==> config.mk <==
export PLATFORM = sky130hd
export DESIGN_NAME = gpin_core
export DESIGN_NICKNAME = d
export VERILOG_FILES = /design/src/gpin_pkg.sv /design/src/gpin_sync.sv /design/src/gpin_core.sv
export SDC_FILE = /design/constraint.sdc
export NUM_CORES = 1
export LEC_CHECK = 0
export BUFFER_PORTS_ARGS = -buffer_cell sky130_fd_sc_hd__buf_2
export CORE_UTILIZATION = 40
export CTS_CLUSTER_SIZE = 30
export DETAILED_ROUTE_END_ITERATION = 10
export RECOVER_POWER = 50
export SETUP_SLACK_MARGIN = 0.05
export SLEW_MARGIN = 20
export SYNTH_ARGS = -nofsm -noshare
export SYNTH_HDL_FRONTEND = slang
export SYNTH_SLANG_ARGS = --single-unit
==> constraint.sdc <==
create_clock -name SYS_CLK -period 1.5 [get_ports SYS_CLK]
set_input_delay 0.3 -clock SYS_CLK [delete_from_list [all_inputs] [get_ports SYS_CLK]]
set_output_delay 0.3 -clock SYS_CLK [all_outputs]
set_load 0.005 [all_outputs]
==> src/gpin_pkg.sv <==
//==========================================================
// shared constants and types of the general pin block
//==========================================================
package gpin_pkg;

	// register addresses on the management port
	localparam logic [7:0] PIN1_CONFIG_ADDR = 8'h03;
	localparam logic [7:0] PIN2_CONFIG_ADDR = 8'h04;
	localparam logic [7:0] PIN_INPUT_READBACK_ADDR = 8'h05;
	localparam logic [7:0] PIN_OUTPUT_VALUE_ADDR = 8'h06;

	// field positions inside a pin configuration byte
	localparam int MODE_MSB = 7;
	localparam int MODE_LSB = 4;
	localparam int PULL_MSB = 3;
	localparam int PULL_LSB = 2;
	localparam int IBUF_BIT = 1;
	localparam int DRIVE_BIT = 0;

	// pull selection codes
	localparam logic [1:0] PULL_NONE = 2'h0;
	localparam logic [1:0] PULL_DOWN = 2'h1;
	localparam logic [1:0] PULL_UP = 2'h2;

	// pin 1 function codes
	localparam logic [3:0] M1_POR = 4'h0;
	localparam logic [3:0] M1_OUTREG = 4'h1;
	localparam logic [3:0] M1_PLL_LOCK = 4'h2;
	localparam logic [3:0] M1_LOS_FIRST = 4'h4;
	localparam logic [3:0] M1_LOS_LAST = 4'h8;

	// pin 2 function codes
	localparam logic [3:0] M2_OUTREG = 4'h0;
	localparam logic [3:0] M2_HIGH = 4'h1;
	localparam logic [3:0] M2_SER_CLK = 4'h2;
	localparam logic [3:0] M2_PAR_CLK = 4'h3;
	localparam logic [3:0] M2_HOST_CLK = 4'h4;

	// one pin configuration byte
	typedef struct packed {
		logic [3:0] mode;
		logic [1:0] pull;
		logic ibuf_en;
		logic drive_en;
	} pin_cfg_t;

	// reset values
	localparam pin_cfg_t PIN1_CONFIG_RST = '{mode: 4'h0, pull: PULL_DOWN, ibuf_en: 1'b0,
		drive_en: 1'b1};
	localparam pin_cfg_t PIN2_CONFIG_RST = '{mode: 4'h0, pull: PULL_DOWN, ibuf_en: 1'b0,
		drive_en: 1'b0};
	localparam logic [2:0] OUTPUT_VALUE_RST = 3'h0;
	localparam int NUM_PINS = 3;
	localparam int NUM_LANES = 5;

endpackage

==> src/gpin_sync.sv <==
`timescale 1ns/100ps
//==========================================================
// two flop synchroniser for pad inputs
//==========================================================
module gpin_sync #(
	parameter int WIDTH = 1
) (
	input wire logic clk, // system clock
	input wire logic nrst, // async reset, active low
	input wire logic [WIDTH-1:0] async_in, // level from the pads
	output logic [WIDTH-1:0] sync_out // level in the clock domain
);
	logic [WIDTH-1:0] meta_q;
	logic [WIDTH-1:0] meta_d;
	logic [WIDTH-1:0] sync_q;
	logic [WIDTH-1:0] sync_d;

	// first stage feeds only the second stage
	always_comb begin
		meta_d = async_in;
		sync_d = meta_q;
	end

	always_ff @(posedge clk or negedge nrst) begin
		if (!nrst) begin
			meta_q <= '0;
			sync_q <= '0;
		end else begin
			meta_q <= meta_d;
			sync_q <= sync_d;
		end
	end

	assign sync_out = sync_q;
endmodule

==> src/gpin_core.sv <==
`timescale 1ns/100ps
// Summary of operation
// - pin 1 function: 0 reset, 1 output register, 2 pll lock, 4-8 lane loss
// - pin 2 function: 0 output register, 1 high, 2 bit clock, 3 parallel, 4 host
// - bits 3:2 pick pull: none, pulldown at reset, pullup; 11 reserved
// - bit 1 enables the pin input buffer, disabled after reset
// - bit 0 enables the driver; pin 1 drives after reset, pin 2 floats
// - input readback returns pin levels 0..2 in bits 0..2, pins 1 and 2 read zero with buffer off, upper bits zero
// - writes to the output value reach pins set as general outputs
// - output value bits 0..2 feed pins 0..2, read/write, reset zero
module gpin_core (
	input wire logic SYS_CLK, // 100 MHz system clock
	input wire logic NRST, // async reset, active low
	input wire logic REG_WR, // register write strobe
	input wire logic REG_RD, // register read strobe
	input wire logic [7:0] REG_ADDR, // register address
	input wire logic [7:0] REG_WDATA, // register write data
	output logic [7:0] REG_RDATA, // registered read data
	input wire logic POR_IN, // internal power-on reset level
	input wire logic PLL_LOCK, // internal pll lock
	input wire logic [4:0] LANE_LOS, // lane_signal_loss flags per lane
	input wire logic SER_CLK_IN, // serializer bit clock copy
	input wire logic PAR_CLK_IN, // parallel clock copy
	input wire logic HOST_CLK_IN, // digital copy of host_ddr_clock
	input wire logic [2:0] PIN_I, // pad levels of pins 0..2
	output logic PIN0_OUT_VALUE, // output value bit for pin 0
	output logic PIN1_O, // pin 1 output level
	output logic PIN1_OE, // pin 1 output enable
	output logic [1:0] PIN1_PULL, // pin 1 pull select
	output logic PIN1_IBUF_EN, // pin 1 input buffer enable
	output logic PIN2_O, // pin 2 output level
	output logic PIN2_OE, // pin 2 output enable
	output logic [1:0] PIN2_PULL, // pin 2 pull select
	output logic PIN2_IBUF_EN // pin 2 input buffer enable
);
	gpin_pkg::pin_cfg_t cfg1_q;
	gpin_pkg::pin_cfg_t cfg1_d;
	gpin_pkg::pin_cfg_t cfg2_q;
	gpin_pkg::pin_cfg_t cfg2_d;
	logic [2:0] outval_q;
	logic [2:0] outval_d;
	logic [7:0] rdata_q;
	logic [7:0] rdata_d;
	logic pin1_q;
	logic pin1_d;
	logic pin2_q;
	logic pin2_d;
	logic [2:0] pin_sync;
	logic [2:0] readback;

	//==========================================================
	// pad input synchroniser
	//==========================================================
	gpin_sync #(
		.WIDTH(gpin_pkg::NUM_PINS)
	) u_sync (
		.clk(SYS_CLK),
		.nrst(NRST),
		.async_in(PIN_I),
		.sync_out(pin_sync)
	);

	//==========================================================
	// register file
	//==========================================================
	// readback masks pins whose input buffer is off
	always_comb begin
		readback[0] = pin_sync[0];
		readback[1] = pin_sync[1] & cfg1_q.ibuf_en;
		readback[2] = pin_sync[2] & cfg2_q.ibuf_en;
	end

	// write decode and read mux
	always_comb begin
		cfg1_d = cfg1_q;
		cfg2_d = cfg2_q;
		outval_d = outval_q;
		rdata_d = rdata_q;
		if (REG_WR) begin
			unique case (REG_ADDR)
				gpin_pkg::PIN1_CONFIG_ADDR: cfg1_d = gpin_pkg::pin_cfg_t'(REG_WDATA);
				gpin_pkg::PIN2_CONFIG_ADDR: cfg2_d = gpin_pkg::pin_cfg_t'(REG_WDATA);
				gpin_pkg::PIN_OUTPUT_VALUE_ADDR: outval_d = REG_WDATA[2:0];
				default: ;
			endcase
		end
		if (REG_RD) begin
			unique case (REG_ADDR)
				gpin_pkg::PIN1_CONFIG_ADDR: rdata_d = cfg1_q;
				gpin_pkg::PIN2_CONFIG_ADDR: rdata_d = cfg2_q;
				gpin_pkg::PIN_INPUT_READBACK_ADDR: rdata_d = {5'h00, readback};
				gpin_pkg::PIN_OUTPUT_VALUE_ADDR: rdata_d = {5'h00, outval_q};
				default: rdata_d = 8'h00;
			endcase
		end
	end

	always_ff @(posedge SYS_CLK or negedge NRST) begin
		if (!NRST) begin
			cfg1_q <= gpin_pkg::PIN1_CONFIG_RST;
			cfg2_q <= gpin_pkg::PIN2_CONFIG_RST;
			outval_q <= gpin_pkg::OUTPUT_VALUE_RST;
			rdata_q <= 8'h00;
		end else begin
			cfg1_q <= cfg1_d;
			cfg2_q <= cfg2_d;
			outval_q <= outval_d;
			rdata_q <= rdata_d;
		end
	end

	//==========================================================
	// pin function multiplexers
	//==========================================================
	// pin 1 source select, reserved codes give low
	always_comb begin
		pin1_d = 1'b0;
		if (cfg1_q.mode == gpin_pkg::M1_POR) begin
			pin1_d = POR_IN;
		end else if (cfg1_q.mode == gpin_pkg::M1_OUTREG) begin
			pin1_d = outval_q[1];
		end else if (cfg1_q.mode == gpin_pkg::M1_PLL_LOCK) begin
			pin1_d = PLL_LOCK;
		end else if (cfg1_q.mode >= gpin_pkg::M1_LOS_FIRST &&
			cfg1_q.mode <= gpin_pkg::M1_LOS_LAST) begin
			pin1_d = LANE_LOS[3'(cfg1_q.mode - gpin_pkg::M1_LOS_FIRST)];
		end
	end

	// pin 2 source select, reserved codes give low
	always_comb begin
		pin2_d = 1'b0;
		unique case (cfg2_q.mode)
			gpin_pkg::M2_OUTREG: pin2_d = outval_q[2];
			gpin_pkg::M2_HIGH: pin2_d = 1'b1;
			gpin_pkg::M2_SER_CLK: pin2_d = SER_CLK_IN;
			gpin_pkg::M2_PAR_CLK: pin2_d = PAR_CLK_IN;
			gpin_pkg::M2_HOST_CLK: pin2_d = HOST_CLK_IN;
			default: pin2_d = 1'b0;
		endcase
	end

	always_ff @(posedge SYS_CLK or negedge NRST) begin
		if (!NRST) begin
			pin1_q <= 1'b0;
			pin2_q <= 1'b0;
		end else begin
			pin1_q <= pin1_d;
			pin2_q <= pin2_d;
		end
	end

	// outputs straight from flops
	assign REG_RDATA = rdata_q;
	assign PIN0_OUT_VALUE = outval_q[0];
	assign PIN1_O = pin1_q;
	assign PIN2_O = pin2_q;
	assign PIN1_OE = cfg1_q.drive_en;
	assign PIN2_OE = cfg2_q.drive_en;
	assign PIN1_PULL = cfg1_q.pull;
	assign PIN2_PULL = cfg2_q.pull;
	assign PIN1_IBUF_EN = cfg1_q.ibuf_en;
	assign PIN2_IBUF_EN = cfg2_q.ibuf_en;

	//==========================================================
	// assertions
	//==========================================================
	a_pin1_pll: assert property (@(posedge SYS_CLK) disable iff (!NRST)
		(cfg1_q.mode == gpin_pkg::M1_PLL_LOCK) |=> (PIN1_O == $past(PLL_LOCK)))
		else $error("pin 1 does not follow pll lock");

	a_pin1_los: assert property (@(posedge SYS_CLK) disable iff (!NRST)
		(cfg1_q.mode == 4'h6) |=> (PIN1_O == $past(LANE_LOS[2])))
		else $error("pin 1 does not follow lane 2 loss");

	a_pin2_high: assert property (@(posedge SYS_CLK) disable iff (!NRST)
		(cfg2_q.mode == gpin_pkg::M2_HIGH) |=> PIN2_O)
		else $error("pin 2 not high in constant mode");

	a_pull_write: assert property (@(posedge SYS_CLK) disable iff (!NRST)
		(REG_WR && REG_ADDR == gpin_pkg::PIN1_CONFIG_ADDR) |=>
		(PIN1_PULL == $past(REG_WDATA[3:2])))
		else $error("pin 1 pull not taken from write");

	a_ibuf_mask: assert property (@(posedge SYS_CLK) disable iff (!NRST)
		(REG_RD && REG_ADDR == gpin_pkg::PIN_INPUT_READBACK_ADDR && !PIN2_IBUF_EN) |=>
		!REG_RDATA[2])
		else $error("disabled input buffer seen in readback");

	a_drive_write: assert property (@(posedge SYS_CLK) disable iff (!NRST)
		(REG_WR && REG_ADDR == gpin_pkg::PIN2_CONFIG_ADDR) |=>
		(PIN2_OE == $past(REG_WDATA[0])))
		else $error("pin 2 drive enable not taken from write");

	a_readback_top: assert property (@(posedge SYS_CLK) disable iff (!NRST)
		(REG_RD && REG_ADDR == gpin_pkg::PIN_INPUT_READBACK_ADDR) |=>
		(REG_RDATA[7:3] == 5'h00 && REG_RDATA[0] == $past(pin_sync[0])))
		else $error("readback layout wrong");

	a_outreg_pin: assert property (@(posedge SYS_CLK) disable iff (!NRST)
		(REG_WR && REG_ADDR == gpin_pkg::PIN_OUTPUT_VALUE_ADDR &&
		cfg1_q.mode == gpin_pkg::M1_OUTREG) ##1 (cfg1_q.mode == gpin_pkg::M1_OUTREG) |=>
		(PIN1_O == $past(REG_WDATA[1], 2)))
		else $error("output value not on pin 1");

	a_outval_read: assert property (@(posedge SYS_CLK) disable iff (!NRST)
		(REG_WR && REG_ADDR == gpin_pkg::PIN_OUTPUT_VALUE_ADDR) ##1
		(REG_RD && REG_ADDR == gpin_pkg::PIN_OUTPUT_VALUE_ADDR && !REG_WR) |=>
		(REG_RDATA == {5'h00, $past(REG_WDATA[2:0], 2)}))
		else $error("output value readback wrong");

	a_reserved_low: assert property (@(posedge SYS_CLK) disable iff (!NRST)
		(cfg2_q.mode > gpin_pkg::M2_HOST_CLK) |=> !PIN2_O)
		else $error("reserved pin 2 function not low");

	c_pin1_los: cover property (@(posedge SYS_CLK) disable iff (!NRST)
		cfg1_q.mode == gpin_pkg::M1_LOS_LAST ##1 PIN1_O);
	c_pin2_host: cover property (@(posedge SYS_CLK) disable iff (!NRST)
		cfg2_q.mode == gpin_pkg::M2_HOST_CLK ##1 PIN2_O);
	c_readback: cover property (@(posedge SYS_CLK) disable iff (!NRST)
		REG_RD && REG_ADDR == gpin_pkg::PIN_INPUT_READBACK_ADDR ##1 REG_RDATA[1]);
endmodule

# --- After elaboration in Yosys (flattened, before gate mapping) ---
# Index checks and enable logic that the tools add are counted.
totals:
  in_bits: 33
  out_inout_bits: 19
  ff_bits: 35
classes:
  n_bitwise: 2
  n_addsub: 1
  n_reduce_logical: 6
  eq_ne: 10
  n_mux: 8
  n_lt_le_gt_ge: 3
op_table:
  columns: ["op", "n"]
  rows:
  - ["8-bit one-hot mux with 4 select lines", 1]
  - ["8-bit by 3-bit == test with 1-bit output, second input constant", 3]
  - ["4-bit by 2-bit == test with 1-bit output, second input constant", 3]
  - ["4-bit by 1-bit == test with 1-bit output, second input constant", 2]
  - ["8-bit by 2-bit == test with 1-bit output, second input constant", 1]
  - ["4-bit logical NOT", 2]
  - ["2-bit AND reduction", 3]
  - ["1-bit two-way mux", 5]
  - ["1-bit one-hot mux with 5 select lines", 1]
  - ["4-bit by 3-bit == test with 1-bit output, second input constant", 1]
  - ["4-bit by 3-bit greater-or-equal comparator with 1-bit output, second input constant", 1]
  - ["4-bit <= comparator, second input constant", 1]
  - ["3-bit by 4-bit < comparator with 1-bit output, second input constant", 1]
  - ["1-bit binary-select mux with 3-bit select", 1]
  - ["3-bit subtractor, second input constant", 1]
  - ["1-bit AND", 2]
  - ["1-bit logical AND", 1]

# --- Longest topological paths before layout ---
logic_depth:
  word_depth: 7
  depth_mapped: 5

# --- Modules after synthesis ---
# A second synthesis with hierarchy kept.
hier_totals:
  cells_unflattened: 125
  area_unflattened_um2: 1597.8
by_module_without_submodules:
  columns: ["module", "cells_per_inst", "area_each_um2", "instances"]
  rows:
  - ["gpin_core", 119, 1447.6, 1]
  - ["gpin_sync", 6, 150.1, 1]

# --- Worst setup path after synthesis ---
# No wires, ideal clock.
synth_timing:
  kind: "in2reg"
  start: "input REG_ADDR[5]"
  end: "register outval_q[0]"
  arrival_time_ns: 1.303
  path_stages: 4
  n_path_buf: 0
  setup_slack_ns: 0.072
  required_ns: 1.375
  path_cell_list: "nor4_4 -> and2_4 -> and3_2 -> mux2_2"
synth_between:
  elab_chain_len: 2
synth_rtl:
  columns: ["element", "line", "source"]
  rows:
  - ["start: declaration", "gpin_core.sv:16", "input wire logic [7:0] REG_ADDR,"]
  - ["8-bit by 3-bit == test with 1-bit output", "gpin_core.sv:80", "unique case (REG_ADDR)"]
  - ["2-bit AND reduction (no source line)", null, null]
  - ["end signal: assignment", "gpin_core.sv:102", "outval_q <= gpin_pkg::OUTPUT_VALUE_RST;"]
  - ["end signal: assignment", "gpin_core.sv:107", "outval_q <= outval_d;"]
  - ["end: declaration", "gpin_core.sv:40", "logic [2:0] outval_q;"]
# Every way passes these cells.
# A chain may end at the register's enable or synchronous reset.

# --- Worst setup path in the final report ---
layout_timing:
  start: "register cfg1_q[4] in the netlist's numbering"
  end: "register pin1_q (netlist: PIN1_O)"
layout_between:
  elab_chain_len: 7
  word_cells_on_any_way: 13
  cone_classes: "add/sub: 1; order compare: 2; eq/ne: 2; mux: 6; reduce/logical: 2"
layout_rtl:
  columns: ["element", "line", "source"]
  rows:
  - ["start: declaration", "gpin_core.sv:36", "gpin_pkg::pin_cfg_t cfg1_q;"]
  - ["start signal: assignment", "gpin_core.sv:100", "cfg1_q <= gpin_pkg::PIN1_CONFIG_RST;"]
  - ["start signal: assignment", "gpin_core.sv:105", "cfg1_q <= cfg1_d;"]
  - ["3-bit subtractor", "gpin_core.sv:126", "pin1_d = LANE_LOS[3'(cfg1_q.mode - gpin_pkg::M1_LOS_FIRST)];"]
  - ["1-bit binary-select mux with 3-bit select", "gpin_core.sv:126", null]
  - ["1-bit two-way mux (implied by the code)", "gpin_core.sv:126", null]
  - ["1-bit two-way mux", "gpin_core.sv:124", "end else if (cfg1_q.mode >= gpin_pkg::M1_LOS_FIRST &&"]
  - ["1-bit two-way mux", "gpin_core.sv:122", "end else if (cfg1_q.mode == gpin_pkg::M1_PLL_LOCK) begin"]
  - ["1-bit two-way mux", "gpin_core.sv:120", "end else if (cfg1_q.mode == gpin_pkg::M1_OUTREG) begin"]
  - ["1-bit two-way mux *", "gpin_core.sv:118", "if (cfg1_q.mode == gpin_pkg::M1_POR) begin"]
  - ["named net pin1_d", "gpin_core.sv:45", "logic pin1_d;"]
  - ["end signal: assignment", "gpin_core.sv:148", "pin1_q <= pin1_d;"]
  - ["end: declaration", "gpin_core.sv:44", "logic pin1_q;"]
# Mark *: on every way through the listed nets, which the timed path passes. The rest lies on a longest branch. The select of a mux whose other input is x is not followed.

==> flow_metrics.env <==
export IMPL_fin_nets=220
export IMPL_rsz0062_at_grt="no"
export IMPL_setup_violations=0
export IMPL_layout_drive_gt1_share=0.5266
export IMPL_clock_fmax_mhz=739.9
export IMPL_clkSlewWorstSetupHoldPaths_ns=0.07
export IMPL_synthFlopType="dfrtp_1"
export IMPL_p_switching_mw=0.4634
export IMPL_hold_class="input port to flop"
export IMPL_pwr_share_clk=0.347
export IMPL_required_ns=1.67
export IMPL_vias=1237
export IMPL_maxSlewViolCount=0
export IMPL_p_int_mw=1.430
export IMPL_dp_hpwl_um=2939
export IMPL_met3_usage=0.03767
export IMPL_vdd_ir_drop_max_v=0.0006719
export IMPL_cts_made_buffers=5
export IMPL_synth_seq_cells=35
export IMPL_hold_worst_slack_ns=0.1164
export IMPL_dr_pass1_iters=4
export IMPL_slowest_delay_ns=0.38
export IMPL_htree_levels=2
export IMPL_grt_pass1_wl_um=6072
export IMPL_switching_share=0.2447
export IMPL_io_buffers=51
export IMPL_grt_max_degree=20
export IMPL_cts_tree="built"
export IMPL_post_route_min_period_ns=1.352
export IMPL_synth_edf_count=0
export IMPL_grt_overflow=0
export IMPL_p_total_mw=1.893
export IMPL_route_detailed_drc=0
export IMPL_syn_avg_cell_area_um2=13.23
export IMPL_status="finished, final reports clean"
export IMPL_start_util=0.4166
export IMPL_drt_antenna_violating_nets=0
export IMPL_die_y_um=66.55
export IMPL_clk_latency_ns=0.29
export IMPL_path_max_fanout=2
export IMPL_via_per_inst=5.197
export IMPL_yosysWarningCount=0
export IMPL_diodes=0
export IMPL_critPathTopFamily="compound AO/OA/AOI/OAI gates"
export IMPL_dieArea_mm2=0.004429
export IMPL_core_mm2=0.004000
export IMPL_worst_slew_pin_slew_ns=0.4627
export IMPL_synth_cells=126
export IMPL_path_cells="mux2_2 > a221oi_1 > nor3_1 > a41o_1"
export IMPL_maxSlewHeadroom=0.6915
export IMPL_hold_viol_final=0
export IMPL_p_leak_nw=1.088
export IMPL_setup_slack_ns=0.1484
export IMPL_clk_path_buf_depth=2
export IMPL_path_class="flop to flop"
export IMPL_syn_nets=159
export IMPL_drt_iter0_markers=55
export IMPL_skew_ns=0.006657
export IMPL_use_met1=0.2277
export IMPL_nFillCells=364
export IMPL_async_flop_share=1.000
export IMPL_power_frac_comb=0.116
export IMPL_routed_wl_um=3702
export IMPL_seqPwrFrac=0.537
export IMPL_ys_seq_area_frac=0.5278
export IMPL_grt_pass1_vias=1271
export IMPL_worstSetupEndpointType="flop"
export IMPL_path_buf_inv=0
export IMPL_cts_resized_gates=0
export IMPL_grt_usage=0.1889
export IMPL_critical_path_slowest_cell="dfrtp_1"
export IMPL_clock_root_buffer="clkbuf_8"
export IMPL_cap_violations=0
export IMPL_synth_cell_types=36
export IMPL_ioPinCount=52
export IMPL_cts_setup_buffers=0
export IMPL_post_route_period_util=0.9011
export IMPL_crit_path_start_kind="flop"
export IMPL_met2_usage=0.3232
export IMPL_wire_per_inst_um=15.55
export IMPL_power_density_mw_per_mm2=897.6
export IMPL_synth_area_mm2=0.001667
export IMPL_gp_congestion=0.8069
export IMPL_num_rows=23
export IMPL_die_x_um=66.55
export IMPL_post_place_ws_ns=-0.1029
export IMPL_cts_sinks=35
export IMPL_synthToLayoutAreaGrowth_pct=26.58
export IMPL_grt_busiest_layer="met2"
export IMPL_worst_endpoint_arrival_ns=1.52
export IMPL_grt_antenna_before_repair=0
==> power groups by stage <==
stage / clock, mW / sequential, mW / combinational (mW)
floorplan: 0 / 1.03 / 0.0988
global placement: 0 / 1.03 / 0.213
detailed placement: 0 / 1.04 / 0.221
CTS: 0.677 / 1.02 / 0.224
global route: 0.714 / 1.02 / 0.242
finish: 0.657 / 1.02 / 0.220
==> per-layer routing <==
layer  up-vias  routed length [µm]  share of wire
li1        581                   -              -
met1       616                1535           0.41
met2        35                1978           0.53
met3         5                 136          0.037
met4         0                  52          0.014
met5         -                   0              0
==> final timing paths <==
check,endpoint,cells after the start,slack [ns],start
max,PIN1_O$_DFF_PN0_,4,0.15,cfg1_q[4]$_DFFE_PN0P_
min,u_sync.meta_q[1]$_DFF_PN0_,1,0.12,PIN_I[1]
max reg2reg,PIN1_O$_DFF_PN0_,4,0.15,cfg1_q[4]$_DFFE_PN0P_
min reg2reg,u_sync.sync_out[2]$_DFF_PN0_,0,0.35,u_sync.meta_q[2]$_DFF_PN0_
max in group asynchronous,PIN1_OE$_DFFE_PN1P_,3,0.47,NRST
min in group asynchronous,PIN1_PULL[1]$_DFFE_PN0P_,2,0.49,NRST
==> cell usage in the layout, fill, tap and decap left out, types with 2 or more instances in the layout <==
| cell type | instances |
|---|---|
| nand2_1 | 3 |
| nor2_1 | 3 |
| a32oi_1 | 5 |
| a21oi_1 | 4 |
| nor3_1 | 2 |
| and3_1 | 2 |
| dfrtp_1 | 32 |
| o22a_1 | 3 |
| mux2i_1 | 3 |
| nor2b_1 | 2 |
| buf_4 | 8 |
| clkbuf_8 | 5 |
| dfstp_2 | 3 |
| o22ai_1 | 9 |
| mux2_2 | 12 |
| inv_1 | 11 |
| mux2_4 | 8 |
| buf_2 | 50 |
==> synth_stat cells, types with 4 or more instances <==
library cell	n	area (µm²)
mux2_4	8	120.1
a21oi_1	4	20.02
a32oi_1	5	43.79
dfrtp_1	32	800.8
buf_4	4	30.03
inv_1	11	41.29
o22ai_1	9	56.30
mux2_2	12	135.1
==> layout make-up <==
type / instances / area [µm²] / share of cell area
Clock buffer: 6 / 72.57 / 0.03440
Clock inverter: 2 / 12.51 / 0.005931
Inverter: 11 / 41.29 / 0.01957
Sequential cell: 35 / 879.6 / 0.4170
Timing Repair Buffer: 61 / 345.3 / 0.1637
Multi-Input combinational cell: 73 / 695.7 / 0.3298
Tap cell: 50 / 62.56 / 0.02966
==> flip-flops by register name, indices dropped and copies added (netlist names) <==
| register | flops |
|---|---|
| PIN1_IBUF_EN | 1 |
| PIN1_O | 1 |
| PIN1_OE | 1 |
| PIN1_PULL | 2 |
| PIN2_IBUF_EN | 1 |
| PIN2_O | 1 |
| PIN2_OE | 1 |
| PIN2_PULL | 2 |
| REG_RDATA | 8 |
| cfg1_q | 4 |
| cfg2_q | 4 |
| outval_q | 3 |
| u_sync.meta_q | 3 |
| u_sync.sync_out | 3 |
==> stage by stage <==
step	utilization	setup TNS (ns)	area, µm²	cells
after CTS	0.5274	0	2110	238
final	0.5274	0	2110	238
after global placement	0.5036	-0.9093	2014	229
after global routing	0.5274	0	2110	238
after detailed placement	0.5036	-1.459	2014	229
after floorplan	-	0	1667	126
==> cell families after synthesis <==
kind of cell	synth area share
buf+inv	0.05480
mux	0.1847
compound gates	0.1066
flops	0.5278
simple gates	0.1209
xor+xnor	0.005256
==> repair_timing <==
item,CTS,global route
hold buffers,1,0
setup endpoints to repair,0,0
endpoints found under the hold margin,14,0
Power figures use the tool's default switching activity.
